$ cat src/rtl/sms_consts.svh
// Offsets, field positions, reset values and timing counts of the serial port
`ifndef SMS_CONSTS_SVH
`define SMS_CONSTS_SVH

// ----------------------------------------
// Register byte offsets
// ----------------------------------------
`define SMS_OFF_CTRL_ZERO 4'h0
`define SMS_OFF_CTRL_ONE 4'h4
`define SMS_OFF_DATA 4'h8

// ----------------------------------------
// Field positions of ctrl_reg_zero
// ----------------------------------------
`define SMS_C0_MODE_LSB 5
`define SMS_C0_ON 1
`define SMS_C0_ICF 0

// ----------------------------------------
// Field positions of ctrl_reg_one
// ----------------------------------------
`define SMS_C1_POL 5
`define SMS_C1_EDGE 4
`define SMS_C1_MSB 3
`define SMS_C1_CSEN 2
`define SMS_C1_WCOL 1
`define SMS_C1_DONE 0

// ----------------------------------------
// Role and clock source codes
// ----------------------------------------
`define SMS_MODE_DIV4 3'h0
`define SMS_MODE_DIV16 3'h1
`define SMS_MODE_DIV64 3'h2
`define SMS_MODE_SUB 3'h3
`define SMS_MODE_TMR 3'h4
`define SMS_MODE_SLAVE 3'h5
`define SMS_MODE_RST 3'h7

// ----------------------------------------
// Half serial period in system clocks, minus one
// ----------------------------------------
`define SMS_HALF_DIV4 6'h01
`define SMS_HALF_DIV16 6'h07
`define SMS_HALF_DIV64 6'h1F

// ----------------------------------------
// Transfer length
// ----------------------------------------
`define SMS_LAST_BIT 4'h7
`define SMS_LAST_TOGGLE 5'h0F

`endif

$ cat src/rtl/sms_pkg.sv
// Types shared by the serial port design
package sms_pkg;

  // ----------------------------------------
  // Transfer phase, one-hot
  // ----------------------------------------
  typedef enum logic [1:0] {
    SMS_IDLE = 2'b01,
    SMS_BUSY = 2'b10
  } sms_phase_e;

  // ----------------------------------------
  // Whole state of the port
  // ----------------------------------------
  typedef struct packed {
    logic [2:0] role_clock_select;
    logic interface_on;
    logic incomplete_flag;
    logic clock_idle_low_sel;
    logic capture_edge_sel;
    logic msb_first_sel;
    logic select_pin_on;
    logic write_collision_flag;
    logic transfer_done_flag;
    logic [7:0] shift_data_reg;
    logic [7:0] tx_sh;
    logic [7:0] rx_sh;
    sms_phase_e ph;
    logic [3:0] cnt;
    logic [4:0] tog;
    logic [5:0] div;
    logic sck;
    logic sck_oe_n;
    logic sdo;
    logic sdo_oe_n;
    logic ack;
    logic [7:0] rdat;
    logic [2:0] sck_y;
    logic [1:0] sdi_y;
    logic [2:0] csn_y;
    logic [2:0] sub_y;
  } sms_state_s;

endpackage : sms_pkg

$ cat src/rtl/sms_port.sv
// Byte-wide four-line serial port, master or slave, with a Wishbone register slave
`timescale 1ns/1ns
`include "sms_consts.svh"

// Function
// - Finished byte sets transfer_done_flag; only software clears it.
// - Master with interface_on: data write starts full-duplex transfer, own clock.
// - Slave shifts shift_data_reg out and serial_in_line in on master edges.
// - Port keeps running whenever its selected clock source runs.
// - Slave with select_pin_on clear is always selected, ignoring chip_select_n.
// - With select_pin_on clear chip_select_n has no control over the port.
// - Enabled with select pin: serial_in floats, serial_out high when idle.
// - Master drives clock at chosen idle level; slave leaves clock floating.
// - Clearing interface_on releases all four lines and stops the port.
// - Bit order must match the peer device.
// - Received bits gather in a buffer, latched to data only when complete.
// - Data write during transfer sets write_collision_flag and is dropped.
// - Role code picks master clock /4,/16,/64, sub, timer/2, or slave.
// - Idle level and capture edge follow idle-low and edge selects.
// - msb_first_sel one shifts MSB first, zero LSB first, both directions.
// - Slave select rising mid-byte sets incomplete_flag with transfer_done_flag.
module sms_port
  import sms_pkg::*;
(
  input wire logic ref_clk,
  input wire logic resetn,
  input wire logic wb_cyc_i,
  input wire logic wb_stb_i,
  input wire logic wb_we_i,
  input wire logic [3:0] wb_adr_i,
  input wire logic [7:0] wb_dat_i,
  input wire logic [0:0] wb_sel_i,
  output logic [7:0] wb_dat_o,
  output logic wb_ack_o,
  input wire logic serial_clock_line_i,
  output logic serial_clock_line_o,
  output logic serial_clock_line_oe_n,
  input wire logic serial_in_line_i,
  output logic serial_out_line_o,
  output logic serial_out_line_oe_n,
  input wire logic chip_select_n,
  input wire logic sub_clock_i,
  input wire logic timer_match_i
);

  // ----------------------------------------
  // State and helpers
  // ----------------------------------------
  localparam sms_state_s SMS_RST = '{
    role_clock_select: `SMS_MODE_RST,
    ph: SMS_IDLE,
    sck: 1'b1,
    sck_oe_n: 1'b1,
    sdo: 1'b1,
    sdo_oe_n: 1'b1,
    csn_y: 3'h7,
    default: '0
  };

  sms_state_s st_r;
  sms_state_s st_nxt;
  logic acc;
  logic is_master;
  logic is_slave;
  logic selected;
  logic cap_rise;
  logic tick;
  logic edge_now;
  logic new_lvl;
  logic sdi_s;
  logic [7:0] rx_new;
  logic [7:0] rd_mux;
  logic m_cap;
  logic s_cap;

  // Register outputs straight out of the state
  assign wb_dat_o = st_r.rdat;
  assign wb_ack_o = st_r.ack;
  assign serial_clock_line_o = st_r.sck;
  assign serial_clock_line_oe_n = st_r.sck_oe_n;
  assign serial_out_line_o = st_r.sdo;
  assign serial_out_line_oe_n = st_r.sdo_oe_n;

  // ----------------------------------------
  // Next state
  // ----------------------------------------
  always_comb
  begin
    st_nxt = st_r;
    rx_new = st_r.rx_sh;
    rd_mux = 8'h00;
    tick = 1'b0;
    edge_now = 1'b0;
    new_lvl = 1'b0;
    // Pins pass two flops; the first is read by the second only
    st_nxt.sck_y = {st_r.sck_y[1:0], serial_clock_line_i};
    st_nxt.sdi_y = {st_r.sdi_y[0], serial_in_line_i};
    st_nxt.csn_y = {st_r.csn_y[1:0], chip_select_n};
    st_nxt.sub_y = {st_r.sub_y[1:0], sub_clock_i};
    sdi_s = st_r.sdi_y[1];
    // Undefined role codes leave the port inert
    is_master = st_r.interface_on && (st_r.role_clock_select <= `SMS_MODE_TMR);
    is_slave = st_r.interface_on && (st_r.role_clock_select == `SMS_MODE_SLAVE);
    selected = !st_r.select_pin_on || !st_r.csn_y[1];
    cap_rise = !(st_r.clock_idle_low_sel ^ st_r.capture_edge_sel);

    // Read mux; reserved bits read as zero
    case (wb_adr_i)
      `SMS_OFF_CTRL_ZERO:
      begin
        rd_mux = {st_r.role_clock_select, 3'h0, st_r.interface_on, st_r.incomplete_flag};
      end
      `SMS_OFF_CTRL_ONE:
      begin
        rd_mux = {2'h0, st_r.clock_idle_low_sel, st_r.capture_edge_sel, st_r.msb_first_sel,
                  st_r.select_pin_on, st_r.write_collision_flag, st_r.transfer_done_flag};
      end
      `SMS_OFF_DATA:
      begin
        rd_mux = st_r.shift_data_reg;
      end
      default:
      begin
        rd_mux = 8'h00;
      end
    endcase

    // Bus slave: one wait state, ack drops the cycle after
    acc = wb_cyc_i && wb_stb_i && !st_r.ack;
    st_nxt.ack = acc;
    if (acc)
    begin
      st_nxt.rdat = rd_mux;
    end
    if (acc && wb_we_i && wb_sel_i[0])
    begin
      case (wb_adr_i)
        `SMS_OFF_CTRL_ZERO:
        begin
          st_nxt.role_clock_select = wb_dat_i[`SMS_C0_MODE_LSB +: 3];
          st_nxt.interface_on = wb_dat_i[`SMS_C0_ON];
          st_nxt.incomplete_flag = wb_dat_i[`SMS_C0_ICF];
        end
        `SMS_OFF_CTRL_ONE:
        begin
          st_nxt.clock_idle_low_sel = wb_dat_i[`SMS_C1_POL];
          st_nxt.capture_edge_sel = wb_dat_i[`SMS_C1_EDGE];
          st_nxt.msb_first_sel = wb_dat_i[`SMS_C1_MSB];
          st_nxt.select_pin_on = wb_dat_i[`SMS_C1_CSEN];
          st_nxt.write_collision_flag = wb_dat_i[`SMS_C1_WCOL];
          st_nxt.transfer_done_flag = wb_dat_i[`SMS_C1_DONE];
        end
        `SMS_OFF_DATA:
        begin
          if (st_r.ph == SMS_BUSY)
          begin
            st_nxt.write_collision_flag = 1'b1;
          end
          else
          begin
            st_nxt.shift_data_reg = wb_dat_i;
            st_nxt.tx_sh = wb_dat_i;
            if (is_master)
            begin
              st_nxt.ph = SMS_BUSY;
              st_nxt.cnt = 4'h0;
              st_nxt.tog = 5'h00;
              st_nxt.div = 6'h00;
            end
          end
        end
        default:
        begin
          st_nxt.ack = acc;
        end
      endcase
    end

    // Master bit clock from the selected source
    case (st_r.role_clock_select)
      `SMS_MODE_DIV4:
      begin
        tick = (st_r.div == `SMS_HALF_DIV4);
      end
      `SMS_MODE_DIV16:
      begin
        tick = (st_r.div == `SMS_HALF_DIV16);
      end
      `SMS_MODE_DIV64:
      begin
        tick = (st_r.div == `SMS_HALF_DIV64);
      end
      `SMS_MODE_SUB:
      begin
        tick = st_r.sub_y[1] ^ st_r.sub_y[2];
      end
      `SMS_MODE_TMR:
      begin
        tick = timer_match_i; // Each match is half a period: clock is match rate /2
      end
      default:
      begin
        tick = 1'b0;
      end
    endcase
    // Toggling stops after the last edge; div then rests at zero
    if (is_master && st_r.ph == SMS_BUSY && st_r.tog != `SMS_LAST_TOGGLE + 5'h01)
    begin
      // Saturates, so a slow sub clock or timer never wraps it back to zero
      if (tick)
      begin
        st_nxt.div = 6'h00;
      end
      else if (st_r.div != 6'h3F)
      begin
        st_nxt.div = st_r.div + 6'h01;
      end
      edge_now = tick;
      new_lvl = !st_r.sck;
    end
    else if (is_slave && selected && st_r.sck_y[1] != st_r.sck_y[2])
    begin
      edge_now = 1'b1;
      new_lvl = st_r.sck_y[1];
    end

    // Master samples one clock after its capture toggle: the data pin passes
    // two flops, so at /4 the toggle clock itself would still see the old bit
    m_cap = is_master && st_r.ph == SMS_BUSY && st_r.tog != 5'h00 && st_r.div == 6'h00
            && st_r.sck == cap_rise;
    s_cap = edge_now && is_slave && new_lvl == cap_rise;

    // Shift engine shared by both roles
    if (edge_now && new_lvl != cap_rise && st_r.cnt != 4'h0)
    begin
      // Launch only after a capture, so the first bit stays put
      st_nxt.tx_sh = st_r.msb_first_sel ? {st_r.tx_sh[6:0], 1'b0} : {1'b0, st_r.tx_sh[7:1]};
    end
    if (m_cap || s_cap)
    begin
      rx_new = st_r.msb_first_sel ? {st_r.rx_sh[6:0], sdi_s} : {sdi_s, st_r.rx_sh[7:1]};
      st_nxt.rx_sh = rx_new;
      st_nxt.cnt = st_r.cnt + 4'h1;
    end
    if (is_master && edge_now)
    begin
      st_nxt.sck = new_lvl;
      st_nxt.tog = st_r.tog + 5'h01;
    end
    // Master ends the clock after its sixteenth toggle, once the last sample is in
    if (is_master && st_r.ph == SMS_BUSY && st_r.tog == `SMS_LAST_TOGGLE + 5'h01)
    begin
      st_nxt.ph = SMS_IDLE;
      st_nxt.shift_data_reg = rx_new;
      st_nxt.transfer_done_flag = 1'b1;
    end
    if (is_slave && edge_now)
    begin
      st_nxt.ph = SMS_BUSY;
      if (s_cap && st_r.cnt == `SMS_LAST_BIT)
      begin
        st_nxt.ph = SMS_IDLE;
        st_nxt.cnt = 4'h0;
        st_nxt.shift_data_reg = rx_new;
        st_nxt.transfer_done_flag = 1'b1;
      end
    end

    // Slave deselect; an early rise aborts and flags the byte
    if (is_slave && st_r.select_pin_on && st_r.csn_y[1])
    begin
      st_nxt.cnt = 4'h0;
      if (!st_r.csn_y[2] && st_r.ph == SMS_BUSY)
      begin
        st_nxt.incomplete_flag = 1'b1;
        st_nxt.transfer_done_flag = 1'b1;
      end
      st_nxt.ph = SMS_IDLE;
    end

    // Disable or an undefined role code drops any transfer in flight
    if (!is_master && !is_slave)
    begin
      st_nxt.ph = SMS_IDLE;
      st_nxt.cnt = 4'h0;
    end

    // Idle clock level while master but not shifting
    if (st_nxt.ph == SMS_IDLE)
    begin
      st_nxt.sck = !st_nxt.clock_idle_low_sel;
    end

    // Pin drive: active-low enables, released when off
    st_nxt.sck_oe_n = !is_master;
    st_nxt.sdo_oe_n = !st_r.interface_on;
    if (st_nxt.ph == SMS_BUSY || (is_slave && selected))
    begin
      st_nxt.sdo = st_nxt.msb_first_sel ? st_nxt.tx_sh[7] : st_nxt.tx_sh[0];
    end
    else
    begin
      st_nxt.sdo = 1'b1;
    end
  end

  // ----------------------------------------
  // State register
  // ----------------------------------------
  always_ff @(posedge ref_clk or negedge resetn)
  begin
    if (!resetn)
    begin
      st_r <= SMS_RST;
    end
    else
    begin
      st_r <= st_nxt;
    end
  end

endmodule : sms_port

$ cat config.mk
export PLATFORM = sky130hd
export DESIGN_NAME = sms_port
export DESIGN_NICKNAME = d
export VERILOG_FILES = /design/src/rtl/sms_pkg.sv /design/src/rtl/sms_port.sv
export VERILOG_INCLUDE_DIRS = /design/src /design/src/rtl
export SDC_FILE = /design/constraint.sdc
export NUM_CORES = 1
export LEC_CHECK = 0
export ABC_AREA = 1
export BUFFER_PORTS_ARGS = -buffer_cell sky130_fd_sc_hd__buf_2
export CORE_UTILIZATION = 45
export DETAILED_ROUTE_END_ITERATION = 10
export PLACE_DENSITY = 0.61
export SYNTH_ARGS = -nofsm -noshare
export SYNTH_HDL_FRONTEND = slang
export SYNTH_SLANG_ARGS = --single-unit
export TNS_END_PERCENT = 10
$ cat constraint.sdc
create_clock -name ref_clk -period 2.32 [get_ports ref_clk]
set_input_delay 0.464 -clock ref_clk [delete_from_list [all_inputs] [get_ports ref_clk]]
set_output_delay 0.464 -clock ref_clk [all_outputs]
set_load 0.05 [all_outputs]
## Word-level counts from Yosys, hierarchy flattened

Cells that the tools add are included.

| word-level totals | value |
|---|---|
| input port bits | 23 |
| logic and storage cells | 154 |
| flip-flop bits (word level) | 76 |

| operators by class | value |
|---|---|
| bitwise gates (word level) | 2 |
| multiplexer cells | 43 |
| add/subtract/negate cells | 3 |
| magnitude comparators | 1 |
| reductions and logical operators | 54 |
| eq/ne operators | 24 |

Operators with widths:

| operator | count |
|---|---|
| 17-bit two-way mux | 4 |
| 6-bit two-way mux | 7 |
| 16-bit two-way mux | 2 |
| 8-bit two-way mux | 4 |
| 9-bit two-way mux | 3 |
| 1-bit logical AND | 24 |
| 8-bit one-hot mux with 3 select lines | 1 |
| 23-bit two-way mux | 1 |
| 1-bit two-way mux | 15 |
| 2-bit nonzero test | 7 |
| 1-bit logical NOT | 10 |
| 4-bit by 3-bit equality test with 1-bit output (second input constant) | 2 |
| 4-bit two-way mux | 2 |
| 6-bit by 1-bit adder with 6-bit output (second input constant) | 1 |
| 3-bit by 2-bit equality test with 1-bit output (second input constant) | 2 |
| 3-bit equality test (second input constant) | 2 |
| 6-bit by 1-bit equality test with 1-bit output (second input constant) | 1 |
| 6-bit by 3-bit equality test with 1-bit output (second input constant) | 1 |
| 6-bit by 5-bit equality test with 1-bit output (second input constant) | 1 |
| 6-bit logical NOT | 1 |
| 6-bit inequality test (second input constant) | 1 |
| 3-bit AND reduction | 2 |
| 5-bit by 1-bit adder with 5-bit output (second input constant) | 1 |
| 5-bit equality test (second input constant) | 1 |
| 23 further kinds | 31 |

## Depth between registers and ports, before layout

| depth | value |
|---|---|
| depth in word-level cells | 17 |
| gate-level depth with buffers | 14 |
| depth with buffers taken out | 13 |

## Least setup slack after synthesis

OpenSTA, ideal clock, no wires.

| timing path | value |
|---|---|
| path type | register to register |
| from | reg st_r (netlist bit wb_ack_o) |
| to | reg st_r[24] (netlist name) |
| data required time | 2.195 ns |
| slack | 0.470 ns |
| period minus slack after synthesis | 1.850 ns |
| arrival | 1.725 ns |
| stages on the path, launching flop included | 11 |
| cells stage by stage | dfrtp_1 inv_1 nand3_1 nor2_1 nand2_2 nor2_4 inv_2 nor2_1 nor2_1 nor2_1 a21oi_1 |

RTL lines:

| what | line | text |
|---|---|---|
| from (decl) | sms_port.sv:60 | `sms_state_s st_r;` |
| from (signal assigned) | sms_port.sv:318 | `st_r <= st_nxt;` |

==> results.py <==
metrics = {
    "placement": {
        "place_area_um2": 4410,
        "hpwl_um": 6850,
        "io_buffers": 35,
        "routabilityCongestion": 0.831,
    },
    "yosys": {
        "syn_area_um2": 4160,
        "synth_xor_area_frac": 0.0186,
        "synth_compound_area_frac": 0.111,
        "yosys.area_share.simple": 0.274,
        "synth_top_family_by_area": "simple AND/OR/NAND/NOR gates",
        "synthMuxAreaShare": 0.00962,
        "synth_cell_types": 39,
        "syn_nets": 562,
        "ys_seq_elements": 76,
        "syn_avg_cell_area_um2": 7.81,
        "yosysWarnings": 0,
        "synth_seq_area_share": 0.460,
        "synthCells": 533,
        "synth_fa_ha_area_frac": 0.0180,
    },
    "min_path": {
        "hold_path_depth": 1,
        "hold_path_class": "primary input to register",
    },
    "clocking": {
        "cts.sinks": 76,
        "cts_max_level": 3,
        "clockBufferDepth": 2,
        "clkTransAtPathRegs_ps": 80,
        "post-cts-setup-buffers": 0,
        "clockRootBuffer": "clkbuf_8",
        "cts_buffers": 9,
        "cts_tree": "yes",
        "clk_latency_ps": 360,
    },
    "grt": {
        "grt_max_degree": 55,
        "antenna_found_initial": 0,
        "grt_pass1_wl_um": 15400,
        "met1_usage": 0.289,
        "grt_usage": 0.206,
        "met2_usage": 0.319,
        "grt_pass1_vias": 3146,
        "overflow": 0,
        "grt-busiest-layer": "met2",
        "met3_usage": 0.0530,
    },
    "pwr": {
        "p_int_mw": 2.25,
        "irDropWorstVdd_v": 0.000368,
        "seq_power_share": 0.480,
        "p_clk_frac": 0.315,
        "power.leakage_nw": 2.35,
        "switching_share": 0.324,
        "p_switching_mw": 1.08,
        "pwr-share-comb": 0.206,
        "power.density_nw_per_um2": 719,
        "total_power_mw": 3.33,
    },
    "routing": {
        "drtPass1Iterations": 9,
        "via_count": 3419,
        "drc": 5,
        "wire_per_inst_um": 13.6,
        "via_per_inst": 5.02,
        "postRouteWirelength_um": 9240,
        "drt_iter0_markers": 190,
        "ant_nets": 0,
    },
    "finish": {
        "drive_above_1_share": 0.169,
        "n_antenna_cell": 0,
        "nets": 597,
        "layout_common_cells": "136 x nand2_1, 80 x inv_1, 65 x dfrtp_1",
        "area_growth_pct": 11.2,
        "layout_commonest_cell": "nand2_1",
        "fillers": 855,
        "fin_area_um2": 4630,
        "fin_util": 0.523,
    },
    "setup_path": {
        "worst-path-max-fanout": 20,
        "r2r_cells": 13,
        "critPathCaptureType": "register",
        "cp.arrival_ps": 2330,
        "startpoint_type": "register",
        "worst-setup-path-type": "register to register",
        "required_ps": 2590,
    },
    "status": {
        "violations": "design-rule violations",
        "status": "finished, violations left",
    },
    "die": {
        "die_width_um": 98.2,
        "fp.coreArea_um2": 8850,
        "dieArea_um2": 9640,
        "start_util": 0.470,
        "die_y_um": 98.2,
        "fp-row-count": 34,
        "num_io_pins": 36,
    },
    "sta": {
        "skew_ps": 7.89,
        "max_freq_mhz": 486,
        "relSlewSlack": 0.685,
        "finalSetupViolations": 0,
        "fin_crit_sh": 0.886,
        "period_minus_slack_ps": 2060,
        "setup_tns_ps": 0,
        "rsz0062_at_grt": "no",
        "finalHoldViolCount": 0,
        "slew_violations": 0,
        "tightest_slew_ps": 473,
    },
    "flow_run": {
        "cap_violations": 0,
    },
}
-- state kept, by name (all words and copies together), names as in the netlist --
name,count
serial_out_line_o,1
wb_dat_o,8
serial_clock_line_oe_n,1
sdi_s,1
st_r,55
wb_ack_o,1
st_nxt,7
serial_out_line_oe_n,1
serial_clock_line_o,1
-- metrics by stage --
step           setup slack, ps  hold WS, ps  cells
3_5_place_dp               199          342    664
6_report                   264          201    681
3_3_place_gp               201          334    664
5_1_grt                   27.2          176    681
4_1_cts                    162          187    681
2_1_floorplan              470          168    533
-- per-layer routing --
| layer | routed length (um) | vias to the layer above |
|---|---|---|
| met1 | 4580 | 1583 |
| met4 | 82 | 0 |
| met2 | 4140 | 74 |
| li1 | - | 1755 |
| met3 | 436 | 7 |
| met5 | 0 | - |
-- cells in the mapped netlist --
master    number  area (um^2)
mux2i_1        4         40.0
o21ai_1        3         15.0
o21ai_0       41          205
ha_1           6         75.1
nand3_2        6         60.1
xnor2_2        1         16.3
xor2_1         7         61.3
nor3b_1        1         7.51
inv_1         80          300
a21oi_1       18         90.1
nor3_1         6         30.0
dfstp_2       11          289
nand4_1        2         12.5
a31oi_1        1         6.26
o21ai_2        1         8.76
nor2_1        41          154
buf_6          3         33.8
a21o_1         1         7.51
buf_2          2         10.0
nand3_4        1         17.5
o211ai_1       6         45.0
clkinv_1       1         3.75
clkbuf_1       5         18.8
or2_2          1         6.26
dfrtp_1       65         1630
a21boi_0       1         7.51
nand2_1      136          510
inv_2          6         22.5
nand3b_1       2         15.0
o22ai_1       10         62.6
nand4_2        1         12.5
nand2_2        4         25.0
nor2_2         4         25.0
nand3_1       40          200
nand2_4        1         11.3
nor2_4         3         33.8
o31ai_1        2         15.0
nand4_4        1         21.3
buf_4          8         60.1
-- final timing paths --
path / from / to / slack [ps]
setup / recovery: st_r[30]$_DFFE_PN0P_ / serial_out_line_o$_DFF_PN1_ / 260
hold / removal: chip_select_n / st_nxt[4]$_DFF_PN1_ / 200
setup reg to reg: st_r[30]$_DFFE_PN0P_ / serial_out_line_o$_DFF_PN1_ / 260
hold reg to reg: st_nxt[4]$_DFF_PN1_ / st_nxt[5]$_DFF_PN1_ / 360
max in group asynchronous: resetn / serial_out_line_o$_DFF_PN1_ / 1140
min in group asynchronous: resetn / st_r[25]$_DFF_PN0_ / 540
-- power by group through the flow --
stage | Sequential [mW] | Combinational (mW) | Clock (mW)
floorplan | 1.63 | 0.490 | 0
global placement | 1.62 | 0.665 | 0
detailed placement | 1.62 | 0.680 | 0
CTS | 1.60 | 0.686 | 1.07
global route | 1.62 | 0.783 | 1.13
finish | 1.60 | 0.685 | 1.05
-- final cells by class --
type / instances / area [um^2] / share of cell area
sequential: 76 / 1920 / 0.414
tap: 108 / 135 / 0.0292
multi-input combinational: 352 / 1800 / 0.390
clock buffer: 11 / 141 / 0.0305
inverter: 87 / 327 / 0.0706
timing repair buffer: 42 / 245 / 0.0530
clock inverter: 5 / 61.3 / 0.0132
-- cells by family after synthesis --
| logic type | count (synthesis) |
|---|---|
| AO/OA/AOI/OAI | 84 |
| buffers and inverters | 105 |
| adder cells (fa/ha/maj) | 6 |
| flip-flops | 76 |
| multiplexers | 4 |
| XOR/XNOR | 8 |
| AND/OR/NAND/NOR | 250 |
-- repair_timing --
item,CTS,global route
hold buffers,1,0
gates resized for setup,0,1
hold endpoints to repair,2,0
setup endpoints to repair,0,1
-- worst max-delay path: stages (launching register included) --
cell	delay, ps
dfrtp_1	410
inv_1	100
ha_1	170
nand3_1	120
inv_1	130
nor2_1	90
nand3_2	140
nand2_1	80
nor2_2	210
nand2_4	190
nand2_1	110
nand2_1	70
nand2_1	60
nand3_1	90
Note: power is estimated with default switching activity, not from simulation.
